--- src/include/rxs_pkg.sv ---
// rxs_pkg: constants and types shared by the reset and exception sequencer
package rxs_pkg;

   // sequencer states
   typedef enum logic [2:0] {
      ST_RUN    = 3'b000,
      ST_LONG   = 3'b001,
      ST_PINLOW = 3'b010,
      ST_HOLD   = 3'b011,
      ST_TAIL   = 3'b100,
      ST_EXT    = 3'b101,
      ST_STOP   = 3'b110,
      ST_RECOV  = 3'b111
   } rxs_state_e;

   // prescale counter shape
   localparam int PS_STAGES = 12;
   localparam int SERVICE_LOW_BIT = 4;

   // reset and recovery timing, in fast-clock cycles
   localparam int LONG_CYCLES = 4096;
   localparam int PIN_LOW_CYCLES = 32;
   localparam int HOLD_CYCLES = 32;
   localparam int TAIL_CYCLES = 3;
   localparam int STOP_REC_LONG = 4096;
   localparam int STOP_REC_SHORT = 32;
   localparam int CNT_W = 7;

   // reset cause register bit positions and power-on value
   localparam int CAUSE_POR = 7;
   localparam int CAUSE_PIN = 6;
   localparam int CAUSE_WDOG = 5;
   localparam int CAUSE_BAD_OP = 4;
   localparam int CAUSE_BAD_ADDR = 3;
   localparam int CAUSE_LOW_V = 1;
   localparam logic [7:0] CAUSE_RESET = 8'h80;

   // reset vectors, user and monitor mode
   localparam logic [15:0] VEC_USER = 16'hFFFE;
   localparam logic [15:0] VEC_MON = 16'hFEFE;

   // interrupt selection codes
   localparam int INT_SEL_W = 4;
   localparam logic [INT_SEL_W-1:0] SEL_SWI = 4'h0;

   // bus clock divider width (fast clock / 4)
   localparam int BUS_DIV_W = 2;

endpackage : rxs_pkg

--- src/hw/rxs_prescaler.sv ---
// rxs_prescaler: 12-stage prescale counter with overflow tick
`timescale 1ns/10ps
`default_nettype none

module rxs_prescaler
   import rxs_pkg::*;
#(
   parameter int STAGES = PS_STAGES
) (
   input wire logic i_clock,
   input wire logic i_reset,
   input wire logic i_clear,
   input wire logic i_service,
   output logic [STAGES-1:0] o_count,
   output logic o_tick
);

   typedef struct packed {
      logic [STAGES-1:0] count;
      logic tick;
   } rxs_ps_s;

   rxs_ps_s r;
   rxs_ps_s next_r;

   // count, overflow stage, clear and service
   always_comb begin
      next_r = r;
      next_r.tick = 1'b0;
      if (i_clear) begin
         next_r.count = '0;
      end else begin
         // overflow stage wraps the count and clocks the watchdog
         {next_r.tick, next_r.count} = {1'b0, r.count} + {{STAGES{1'b0}}, 1'b1};
         if (i_service) begin
            next_r.count[STAGES-1:SERVICE_LOW_BIT] = '0;
         end
      end
   end

   // state register
   always_ff @(posedge i_clock) begin
      if (i_reset) begin
         r <= '0;
      end else begin
         r <= next_r;
      end
   end

   assign o_count = r.count;
   assign o_tick = r.tick;
endmodule : rxs_prescaler

`default_nettype wire

--- src/hw/rxs_sequencer.sv ---
// rxs_sequencer: reset sources, reset pin, prescaler, stop, interrupt latch
//
// How it works
// - any reset asserts internal reset, resets modules, selects reset vector
// - internal reset clears the prescaler; pin-only reset leaves it alone
// - pin held low long enough halts processing and sets pin cause
// - pin is a plain input unless reset pin enable is set
// - power-on and low-voltage resets drive pin low for 4096 + 32 cycles
// - internal resets drive pin low 32 cycles, then 35 more internal
// - recovery is 4163 cycles for power-on/low-voltage, 67 otherwise
// - power-on keeps clocks off 4096 cycles, sets power-on cause
// - watchdog overflow resets and sets watchdog cause
// - servicing clears watchdog and prescaler stages 12 to 5
// - prescaler tick clocks watchdog at least every 4080 cycles
// - watchdog halts in monitor break with break disable set
// - illegal opcode sets its cause and resets with pin low
// - stop with stop enable clear counts as illegal opcode
// - opcode fetch from unmapped space resets; data fetch does not
// - low voltage sets cause, holds pin until 4096 + 32 after recovery
// - twelve counting stages plus overflow stage clocking the watchdog
// - stop clears prescaler; wake recovery 32 or 4096 cycles
// - prescaler runs free once reset has ended
// - latched interrupt stays until serviced, mask cleared or internal reset
// - interrupts checked at instruction end, if unmasked and enabled
// - highest priority pending source served first, re-checked at each end with none latched
// - global mask blocks all sources except software interrupt
// - bus clock enable is one in four fast-clock cycles
`timescale 1ns/10ps
`default_nettype none

module rxs_sequencer
   import rxs_pkg::*;
#(
   parameter int PIN_MIN_CYCLES = 8,
   parameter int WD_BITS = 6,
   parameter int IRQ_COUNT = 6
) (
   input wire logic i_clock,
   input wire logic i_reset,
   input wire logic i_reset_pin_in,
   input wire logic i_reset_pin_enable,
   input wire logic i_low_voltage,
   input wire logic i_short_stop_recovery,
   input wire logic i_stop_enable,
   input wire logic i_monitor_mode,
   input wire logic i_break_active,
   input wire logic i_break_watchdog_disable,
   input wire logic i_watchdog_service,
   input wire logic i_illegal_opcode,
   input wire logic i_stop_exec,
   input wire logic i_opcode_fetch,
   input wire logic i_unmapped_access,
   input wire logic i_wake,
   input wire logic i_insn_done,
   input wire logic i_global_mask,
   input wire logic i_swi,
   input wire logic i_int_serviced,
   input wire logic [IRQ_COUNT-1:0] i_irq_pending,
   input wire logic [IRQ_COUNT-1:0] i_irq_enable,
   output logic o_reset_pin_out,
   output logic o_reset_pin_oe,
   output logic o_reset_pin_gpio,
   output logic o_internal_reset,
   output logic o_clocks_enable,
   output logic o_osc_enable,
   output logic o_bus_clock_en,
   output logic [15:0] o_reset_vector,
   output logic [7:0] o_reset_cause,
   output logic o_watchdog_tick,
   output logic o_stop_mode,
   output logic o_int_request,
   output logic [INT_SEL_W-1:0] o_int_select
);

   typedef struct packed {
      rxs_state_e st;
      logic [CNT_W-1:0] cnt;
      logic drive;
      logic [7:0] cause;
      logic [WD_BITS-1:0] wd;
      logic pin_s1;
      logic pin_s2;
      logic lv_s1;
      logic lv_s2;
      logic [7:0] pin_cnt;
      logic [BUS_DIV_W-1:0] bus_div;
      logic bus_en;
      logic int_valid;
      logic [INT_SEL_W-1:0] int_sel;
      logic mask_d;
   } rxs_seq_s;

   rxs_seq_s r;
   rxs_seq_s next_r;

   logic [PS_STAGES-1:0] ps_count;
   logic ps_tick;
   logic ps_clear;
   logic in_reset;
   logic wd_run;
   logic wd_over;
   logic bad_op_ev;
   logic bad_addr_ev;
   logic sw_ev;
   logic stop_ev;
   logic lv_ev;
   logic pin_low;
   logic ext_ev;
   logic rec_done;
   logic int_keep;
   logic [7:0] ev_cause;
   logic [IRQ_COUNT-1:0] irq_live;

   // lowest index wins: fixed priority, code is index plus one
   function automatic logic [INT_SEL_W-1:0] pick_source(
      input logic [IRQ_COUNT-1:0] live
   );
      logic [INT_SEL_W-1:0] sel;
      sel = SEL_SWI;
      for (int i = IRQ_COUNT - 1; i >= 0; i--) begin
         if (live[i]) begin
            sel = INT_SEL_W'(i + 1);
         end
      end
      return sel;
   endfunction : pick_source

   // prescale counter, also watchdog clock source
   rxs_prescaler #(
      .STAGES(PS_STAGES)
   ) u_prescaler (
      .i_clock(i_clock),
      .i_reset(i_reset),
      .i_clear(ps_clear),
      .i_service(i_watchdog_service),
      .o_count(ps_count),
      .o_tick(ps_tick)
   );

   // event decode
   assign in_reset = r.st inside {ST_LONG, ST_PINLOW, ST_HOLD, ST_TAIL, ST_EXT};
   assign wd_run = !(i_monitor_mode && i_break_active
      && i_break_watchdog_disable) && !in_reset;
   assign wd_over = wd_run && ps_tick && (&r.wd);
   assign bad_op_ev = i_illegal_opcode
      || (i_stop_exec && !i_stop_enable);
   assign bad_addr_ev = i_opcode_fetch && i_unmapped_access;
   assign sw_ev = (r.st == ST_RUN) && (bad_op_ev || bad_addr_ev);
   assign stop_ev = (r.st == ST_RUN) && i_stop_exec && i_stop_enable;
   assign lv_ev = r.lv_s2;
   assign pin_low = i_reset_pin_enable && !r.pin_s2 && !o_reset_pin_oe;
   assign ext_ev = pin_low && !in_reset
      && (r.pin_cnt == 8'(PIN_MIN_CYCLES - 1));
   assign irq_live = i_irq_pending & i_irq_enable;

   // stop recovery length chosen by short recovery bit
   assign rec_done = i_short_stop_recovery
      ? (ps_count == PS_STAGES'(STOP_REC_SHORT - 1))
      : (ps_count == PS_STAGES'(STOP_REC_LONG - 1));

   // prescaler clear: internal reset entry, low voltage, stop
   assign ps_clear = lv_ev
      || (!in_reset && (wd_over || sw_ev))
      || stop_ev || (r.st == ST_STOP);

   // cause bits of all sources firing this cycle, low voltage only outside ST_LONG
   always_comb begin
      ev_cause = '0;
      ev_cause[CAUSE_WDOG] = !in_reset && wd_over;
      ev_cause[CAUSE_BAD_OP] = sw_ev && bad_op_ev;
      ev_cause[CAUSE_BAD_ADDR] = sw_ev && bad_addr_ev;
      ev_cause[CAUSE_PIN] = ext_ev;
      ev_cause[CAUSE_LOW_V] = lv_ev && (r.st != ST_LONG);
   end

   // latched interrupt survives unless serviced, mask cleared or in internal reset
   assign int_keep = r.int_valid && !in_reset && !i_int_serviced
      && !(r.mask_d && !i_global_mask);

   // next state
   always_comb begin
      next_r = r;
      next_r.pin_s1 = i_reset_pin_in;
      next_r.pin_s2 = r.pin_s1;
      next_r.lv_s1 = i_low_voltage;
      next_r.lv_s2 = r.lv_s1;
      next_r.mask_d = i_global_mask;
      next_r.cnt = r.cnt + CNT_W'(1);
      // bus clock enable, one pulse every four cycles
      next_r.bus_div = r.bus_div + BUS_DIV_W'(1);
      next_r.bus_en = &r.bus_div;
      // watchdog counter
      if (in_reset || i_watchdog_service) begin
         next_r.wd = '0;
      end else if (wd_run && ps_tick) begin
         next_r.wd = r.wd + WD_BITS'(1);
      end
      // pin low filter
      if (pin_low && !in_reset) begin
         if (r.pin_cnt != 8'(PIN_MIN_CYCLES - 1)) begin
            next_r.pin_cnt = r.pin_cnt + 8'h01;
         end
      end else begin
         next_r.pin_cnt = '0;
      end
      // sequencer
      unique case (r.st)
         ST_RUN: begin
            if (stop_ev) begin
               next_r.st = ST_STOP;
            end
         end
         ST_LONG: begin
            if (!lv_ev && ps_count == PS_STAGES'(LONG_CYCLES - 1)) begin
               next_r.st = ST_PINLOW;
               next_r.drive = 1'b1;
               next_r.cnt = '0;
            end
         end
         ST_PINLOW: begin
            if (r.cnt == CNT_W'(PIN_LOW_CYCLES - 1)) begin
               next_r.st = ST_HOLD;
               next_r.cnt = '0;
            end
         end
         ST_HOLD: begin
            if (r.cnt == CNT_W'(HOLD_CYCLES - 1)) begin
               next_r.st = ST_TAIL;
               next_r.cnt = '0;
            end
         end
         ST_TAIL: begin
            if (r.cnt == CNT_W'(TAIL_CYCLES - 1)) begin
               next_r.st = ST_RUN;
               next_r.drive = 1'b0;
            end
         end
         ST_EXT: begin
            if (!pin_low) begin
               next_r.st = ST_PINLOW;
               next_r.drive = 1'b0;
               next_r.cnt = '0;
            end
         end
         ST_STOP: begin
            if (i_wake) begin
               next_r.st = ST_RECOV;
            end
         end
         ST_RECOV: begin
            if (rec_done) begin
               next_r.st = ST_RUN;
            end
         end
      endcase
      // reset sources override the state: low voltage in every state, pin and watchdog outside reset, faults in run only
      if (|ev_cause) begin
         next_r.cause = ev_cause;
      end
      if (!in_reset && (wd_over || sw_ev)) begin
         next_r.st = ST_PINLOW;
         next_r.drive = 1'b1;
         next_r.cnt = '0;
      end
      if (ext_ev) begin
         next_r.st = ST_EXT;
         next_r.drive = 1'b0;
      end
      if (lv_ev) begin
         next_r.st = ST_LONG;
         next_r.drive = 1'b0;
      end
      // interrupt latch, checked at instruction end only
      next_r.int_valid = int_keep;
      if (i_insn_done && !int_keep && !in_reset) begin
         if (i_swi) begin
            next_r.int_valid = 1'b1;
            next_r.int_sel = SEL_SWI;
         end else if (!i_global_mask && (|irq_live)) begin
            next_r.int_valid = 1'b1;
            next_r.int_sel = pick_source(irq_live);
         end
      end
   end

   // state register; power-up pulse starts the long sequence
   always_ff @(posedge i_clock) begin
      if (i_reset) begin
         r <= '0;
         r.st <= ST_LONG;
         r.cause <= CAUSE_RESET;
         r.pin_s1 <= 1'b1;
         r.pin_s2 <= 1'b1;
      end else begin
         r <= next_r;
      end
   end

   // outputs
   assign o_reset_pin_out = 1'b0;
   assign o_reset_pin_oe = i_reset_pin_enable && ((r.st == ST_LONG)
      || (r.st == ST_PINLOW && r.drive));
   assign o_reset_pin_gpio = r.pin_s2;
   assign o_internal_reset = in_reset;
   assign o_clocks_enable = !(r.st inside {ST_LONG, ST_STOP, ST_RECOV});
   assign o_osc_enable = (r.st != ST_STOP);
   assign o_bus_clock_en = r.bus_en && o_clocks_enable;
   assign o_reset_vector = i_monitor_mode ? VEC_MON : VEC_USER;
   assign o_reset_cause = r.cause;
   assign o_watchdog_tick = ps_tick;
   assign o_stop_mode = (r.st == ST_STOP) || (r.st == ST_RECOV);
   assign o_int_request = r.int_valid;
   assign o_int_select = r.int_sel;
endmodule : rxs_sequencer

`default_nettype wire

--- config.mk ---
export PLATFORM = sky130hd
export DESIGN_NAME = rxs_sequencer
export DESIGN_NICKNAME = d
export VERILOG_FILES = /design/src/include/rxs_pkg.sv /design/src/hw/rxs_prescaler.sv /design/src/hw/rxs_sequencer.sv
export SDC_FILE = /design/constraint.sdc
export NUM_CORES = 1
export LEC_CHECK = 0
export ABC_AREA = 0
export BUFFER_PORTS_ARGS = -buffer_cell sky130_fd_sc_hd__buf_2
export CELL_PAD_IN_SITES_DETAIL_PLACEMENT = 0
export CELL_PAD_IN_SITES_GLOBAL_PLACEMENT = 1
export CORE_MARGIN = 4
export CORE_UTILIZATION = 43
export CTS_CLUSTER_SIZE = 30
export DETAILED_ROUTE_END_ITERATION = 8
export GPL_ROUTABILITY_DRIVEN = 0
export PLACE_DENSITY_LB_ADDON = 0.1
export SLEW_MARGIN = 20
export SYNTH_ARGS = -nofsm -noshare
export SYNTH_HDL_FRONTEND = slang
export SYNTH_HIERARCHICAL = 1
export SYNTH_SLANG_ARGS = --single-unit
export TNS_END_PERCENT = 10
--- constraint.sdc ---
create_clock -name i_clock -period 4.14 [get_ports i_clock]
set_input_delay 1.035 -clock i_clock [delete_from_list [all_inputs] [get_ports i_clock]]
set_output_delay 1.035 -clock i_clock [all_outputs]
set_load 0.1 [all_outputs]
==> results_dict.tcl, run 1 <==
set metrics [dict create \
    outcome "finished clean" \
    multiInputGateArea_um2 1635 \
    ir_drop_mv 0.6843 \
    via_per_inst 5.272 \
    power_density_nw_per_um2 515.2 \
    clockPowerShare_pct 18.6 \
    synth_top_area_share_pct 37.66 \
    p_comb_share_pct 42.1 \
    p_sw_share_pct 46.20 \
    root_buffer "clkbuf_8" \
    rsz0062_at_grt "no" \
    cts_resized 0 \
    hpwl_mm 4.776 \
    yosys_warnings 6 \
    p_seq_share_pct 39.3 \
    hold_viol_final 0 \
    synth-seq-area-share_pct 37.66 \
    ant_nets 0 \
    rows 30 \
    drtIter0Drc 109 \
    use_met3_pct 3.645 \
    place_area_um2 3148 \
    synth_edf_count 0 \
    synth_area_um2 2977 \
    min_period_over_period_pct 74.45 \
    antenna_cells 0 \
    nFillCells 683 \
    worst_pin_slew_ns 0.6948 \
    grt_pass1_wl_mm 10.46 \
    critical_path_class "reg2out" \
    num-nets-final 427 \
    io_pins 70 \
    min_period_ns 3.082 \
    fin_util_pct 47.98 \
    p_sw_mw 0.7716 \
    cp.required_ns 3.11 \
    cpMaxStageDelayCell "dfxtp_1" \
    num_vias 2478 \
    p_int_mw 0.8984 \
    synth_area_leaders "dfxtp_1 (38%), buf_4 (7.1%), nor2_1 (4.8%), nand2_1 (3.4%), xor2_1 (3.2%)" \
    regArea_um2 1121 \
    clock_sinks 56 \
    slew_headroom_pct 53.32 \
    drive_above_1_share_pct 18.21 \
    path_cells "inv_1, nor2_1, a21oi_1, nor3b_1, buf_2" \
    grt_use_met1_pct 20.96 \
    grt_overflow 0 \
    worstSkewPairLatency_ns 0.31 \
    crit_arrival_ns 2.05 \
    cts.clk_slew.worst_paths_ns 0.10 \
    cts_tree "yes" \
    asyncSetResetFlopFracSynth_pct 0 \
    grt_max_degree 30 \
    wirelength_mm 6.359 \
    routedWlPerCell_um 13.53 \
    busiest_layer "met2" \
    numCtsBuffers 5 \
    cp_max_fo 15 \
    r2r_slack_ns 1.56 \
    yosys_register_bits 56 \
    design_area_um2 3242 \
    yosys.area.top_type "dfxtp_1" \
    grt_pass1_vias 2238 \
    cts.htree.levels 2 \
    avgSynthCellArea_um2 8.505 \
    die-area_um2 8317 \
    postCtsHoldBufs 0 \
    initial_core_util_pct 44.06 \
    synth_cells 350 \
    grt_use_total_pct 15.19 \
    critPathMaxStageDelay_ns 0.63 \
    hold_path.class "reg2reg" \
    setup_viol 0 \
    first_pass_iters 4 \
    core_um2 6756 \
    fmax_ghz 0.3244 \
    power.leakage_nw 1.297 \
    clk_path_buf_depth 2 \
    cts_setup_buffers 0 \
    die_w_um 91.20 \
    drc 0 \
    die_y_um 91.20 \
    timing.hold.ws_ns 0.4262 \
    drv_slew 0 \
    cap_viol_max_count 0 \
    finalClockSkew_ns 0.005126 \
    portBuffers 50 \
    synthFlopType "dfxtp_1" \
    crit_path_end_kind "primary output" \
    syn_to_final_growth_pct 8.911 \
    startpoint_type "flip-flop" \
    antenna_found_initial 0 \
    grtUsageMet2_pct 23.48 \
    synth_cell_type_count 58 \
]
worst max-delay path, delay by kind of cell (launching register included):
| family | cells | cell delay (ns) |
|---|---|---|
| and+or+nand+nor | 2 | 0.37 |
| AOI/OAI and AO/OA | 1 | 0.11 |
| DFF | 1 | 0.63 |
| buffers and inverters | 2 | 0.62 |
metrics by stage:
stage                     instances  TNS, ns  power (mW)  setup slack, ns
final                           470        0       1.670            1.058
after global routing            470        0       1.767           0.9512
after CTS                       470        0       1.685            1.054
after detailed placement        462        0       1.370            1.138
after global placement          462        0       1.374            1.179
after floorplan                 367  -0.1123       1.273          -0.1123
per-layer routing:
metal / wire (µm) / vias to the layer above
li1: - / 1288
met2: 2815 / 59
met4: 65 / 0
met1: 3139 / 1126
met3: 339 / 5
met5: 0 / -
synthesized netlist by cell type, drive strengths merged (2+ instances only):
cell type,count
a211o,4
a211oi,4
a21o,3
a21oi,17
a221oi,4
a31oi,4
a32o,2
a32oi,3
and2,4
and3,4
buf,30
clkbuf,5
conb,2
dfxtp,56
ha,6
inv,11
mux2i,3
nand2,27
nand2b,9
nand3,14
nand3b,2
nand4,5
nor2,38
nor2b,5
nor3,12
nor3b,2
nor4,5
nor4b,4
o21a,2
o21ai,10
o31ai,3
or2,3
or3,10
or4,5
xnor2,7
xor2,11
path summary, 6_finish.rpt:
kind	from	cells after the start	endpoint
worst min register to register	next_r[19]$_SDFF_PP1_	1	o_reset_pin_gpio$_SDFF_PP1_
worst max-delay path	r[44]$_SDFFE_PP0P_	5	o_reset_pin_oe
worst min-delay path	next_r[19]$_SDFF_PP1_	1	o_reset_pin_gpio$_SDFF_PP1_
worst max register to register	r[45]$_SDFFE_PP0P_	6	u_prescaler/o_count[9]$_SDFF_PP0_
final cells by class:
type | instances | area share (%)
multi-input cells | 265 | 50.44
well taps | 80 | 3.088
inverters | 11 | 1.274
flip-flops and latches | 56 | 34.58
clock buffers | 7 | 2.663
clock inverters | 1 | 0.2316
repair buffers | 50 | 7.719
state kept, by name, indices dropped and copies added, names as in the netlist:
register and cells:
r 29, u_prescaler/o_count 12, o_reset_cause 6, o_int_select 3, next_r 2, lv_ev 1
o_int_request 1, o_reset_pin_gpio 1, u_prescaler/o_tick 1
kinds of logic after synthesis:
group,share of synthesized area (%)
other cells,0.2523
compound gates,15.72
buf+inv,9.626
xor+xnor,5.296
flops,37.66
fa+ha+maj,2.522
mux,1.009
simple gates,27.91
power by group through the flow:
stage	Combinational [mW]	Clock, mW	Sequential, mW
after floorplan	0.638	0	0.635
after global placement	0.704	0	0.669
after detailed placement	0.702	0	0.668
after CTS	0.705	0.325	0.655
after global routing	0.758	0.344	0.665
final	0.703	0.310	0.657
cell usage in the layout, fill, tap and decap left out, drive strengths merged, types with 5 or more instances in the layout:
cell and count:
dfxtp 56, buf 50, nor2 38, nand2 27
conb 19, a21oi 17, nand3 14, nor3 12
inv 11, xor2 11, or3 10, o21ai 10
nand2b 9, xnor2 7, clkbuf 7, ha 6
or4 5, nor4 5, nor2b 5, nand4 5
Note: power is estimated with default switching activity, not from simulation.
==> run 2, diff against run 1 <==
--- a/config.mk
+++ b/config.mk
@@ -5,12 +5,12 @@
 export SDC_FILE = /design/constraint.sdc
 export NUM_CORES = 1
 export LEC_CHECK = 0
-export ABC_AREA = 0
+export ABC_AREA = 1
 export BUFFER_PORTS_ARGS = -buffer_cell sky130_fd_sc_hd__buf_2
 export CELL_PAD_IN_SITES_DETAIL_PLACEMENT = 0
 export CELL_PAD_IN_SITES_GLOBAL_PLACEMENT = 1
 export CORE_MARGIN = 4
-export CORE_UTILIZATION = 43
+export CORE_UTILIZATION = 35
 export CTS_CLUSTER_SIZE = 30
 export DETAILED_ROUTE_END_ITERATION = 8
 export GPL_ROUTABILITY_DRIVEN = 0
==> constraint.sdc (replaced) <==
create_clock -name i_clock -period 2.6 [get_ports i_clock]
set_input_delay 0.65 -clock i_clock [delete_from_list [all_inputs] [get_ports i_clock]]
set_output_delay 0.65 -clock i_clock [all_outputs]
set_load 0.1 [all_outputs]
==> results_dict.tcl, run 2 <==
set metrics [dict create \
    outcome "finished clean" \
    dp_slack_ns 0.3710 \
    finalClockSkew_ns 0.007925 \
    rows 34 \
    fin_ws_ns 0.2382 \
    crit_arrival_ns 1.71 \
    final_common_cell "nand2_1" \
    avgSynthCellArea_um2 6.899 \
    setup-tns-final_ns 0 \
    cts.htree.levels 2 \
    postCtsHoldBufs 0 \
    design_area_um2 3502 \
    min_period_ns 2.362 \
    p_sw_mw 1.366 \
    cts_tree "yes" \
    drc 0 \
    place_area_um2 3391 \
    setup_viol 0 \
    cts.clk_slew.worst_paths_ns 0.10 \
    top_register "r" \
    synth_top_area_share_pct 35.40 \
    synthFlopType "dfxtp_1" \
    use_met3_pct 3.721 \
    cp.required_ns 1.95 \
    ys_top_cells_by_count "nand2_1 (91), nor2_1 (76), inv_1 (57), dfxtp_1 (56), nand3_1 (36)" \
    first_pass_iters 6 \
    synth_most_common_cell "nand2_1" \
    numCtsBuffers 5 \
    dp.cells 603 \
    busiest_layer "met2" \
    cp_max_fo 5 \
    power_density_nw_per_um2 818.7 \
    hold_viol_final 0 \
    grt_max_degree 23 \
    die-area_um2 10630 \
    fin_util_pct 39.96 \
    grt_pass1_vias 2487 \
    clk_path_buf_depth 2 \
    ir_drop_mv 0.8131 \
    grtUsageMet2_pct 22.20 \
    power.leakage_nw 1.597 \
    synth-seq-area-share_pct 35.40 \
    slew_headroom_pct 65.92 \
    p_sw_share_pct 47.64 \
    p_total_mw 2.867 \
    p_seq_share_pct 35.1 \
    portBuffers 50 \
    synth_area_leaders "dfxtp_1 (35%), nand2_1 (11%), nor2_1 (9.0%), inv_1 (6.8%), buf_4 (6.6%)" \
    antenna_found_initial 0 \
    num_vias 2749 \
    critical_path_class "reg2out" \
    routedWlPerCell_um 11.52 \
    syn_to_final_growth_pct 10.59 \
    cap_viol_max_count 0 \
    synth_cells 459 \
    worst_pin_slew_ns 0.5093 \
    die_w_um 103.1 \
    via_per_inst 4.499 \
    p_comb_share_pct 44.5 \
    synth_cell_type_count 38 \
    grt_use_total_pct 13.70 \
    synth_edf_count 0 \
    min_period_over_period_pct 90.84 \
    final_cell_mix "nand2_1 (91), nor2_1 (76), inv_1 (57)" \
    synth_area_um2 3167 \
    largest_register_ffs 29 \
    p_int_mw 1.501 \
    r2r_slack_ns 0.52 \
    clockPowerShare_pct 20.4 \
    yosys.area.top_type "dfxtp_1" \
    clock_sinks 56 \
    yosys_register_bits 56 \
    cts_setup_buffers 0 \
    ant_nets 0 \
    hpwl_mm 5.663 \
    drv_slew 0 \
    rsz0062_at_grt "no" \
    initial_core_util_pct 36.14 \
    core_um2 8763 \
    startpoint_type "flip-flop" \
    crit_path_end_kind "primary output" \
    io_pins 70 \
    num-nets-final 540 \
    grt_pass1_wl_mm 11.65 \
    grt_use_met1_pct 18.39 \
    cts_resized 0 \
    worstSkewPairLatency_ns 0.31 \
    antenna_cells 0 \
    timing.hold.ws_ns 0.4107 \
    wirelength_mm 7.040 \
    root_buffer "clkbuf_8" \
    grt_overflow 0 \
    drtIter0Drc 76 \
    yosys_warnings 6 \
    finalNonFillerCells 611 \
    die_y_um 103.1 \
    hold_path.class "reg2reg" \
    fmax_ghz 0.4234 \
    asyncSetResetFlopFracSynth_pct 0 \
    drive_above_1_share_pct 17.10 \
]
## run 2: cell count changes after synthesis, sizes merged, moves of 7 or more
cell	before	now
nand2	27	96
inv	11	61
nor2	38	85
nand3	14	38
nand4	5	16
or3	10	0
nand2b	9	0
a21oi	17	24
## run 2: path summary, 6_finish.rpt
check | startpoint | end | cells after the start
max | r[44]$_SDFFE_PP0P_ | o_reset_pin_oe | 5
min | next_r[17]$_SDFF_PP0_ | lv_ev$_SDFF_PP0_ | 2
max reg2reg | r[45]$_SDFFE_PP0P_ | u_prescaler/o_count[10]$_SDFF_PP0_ | 11
min reg2reg | next_r[17]$_SDFF_PP0_ | lv_ev$_SDFF_PP0_ | 2
## run 2: logic make-up after synthesis
logic type	share of synthesized area, %
AO/OA/AOI/OAI	7.389
XOR/XNOR	3.595
adder cells (fa/ha/maj)	2.371
buffers and inverters	14.54
flip-flops	35.40
other	0.2371
AND/OR/NAND/NOR	36.47
## run 2: area by class of cell
class | instances | area [µm²]
fillers | 962 | 5261
multi-input cells | 328 | 1653
flip-flops and latches | 56 | 1121
repair buffers | 50 | 250.2
inverters | 61 | 231.5
well taps | 108 | 135.1
clock buffers | 5 | 68.82
clock inverters | 3 | 42.54
## run 2: routing by layer
metal	up-vias	part of all wire, %
li1	1491	-
met1	1188	49
met2	66	45
met3	4	6.1
met4	0	0.67
met5	-	0
## run 2: power by group through the flow
| stage | Sequential [mW] | Combinational [mW] | Clock (mW) |
|---|---|---|---|
| after floorplan | 1.02 | 1.10 | 0 |
| after global placement | 1.03 | 1.29 | 0 |
| after detailed placement | 1.03 | 1.28 | 0 |
| after CTS | 1.01 | 1.28 | 0.613 |
| after global routing | 1.02 | 1.38 | 0.640 |
| final | 1.01 | 1.27 | 0.586 |
## run 2: worst max-delay path, stage by stage, from the launching register on
cell and delay [ns]:
dfxtp_1 0.44, inv_2 0.09, nor2_2 0.17, nand3_2 0.13, a21oi_2 0.13, buf_2 0.43
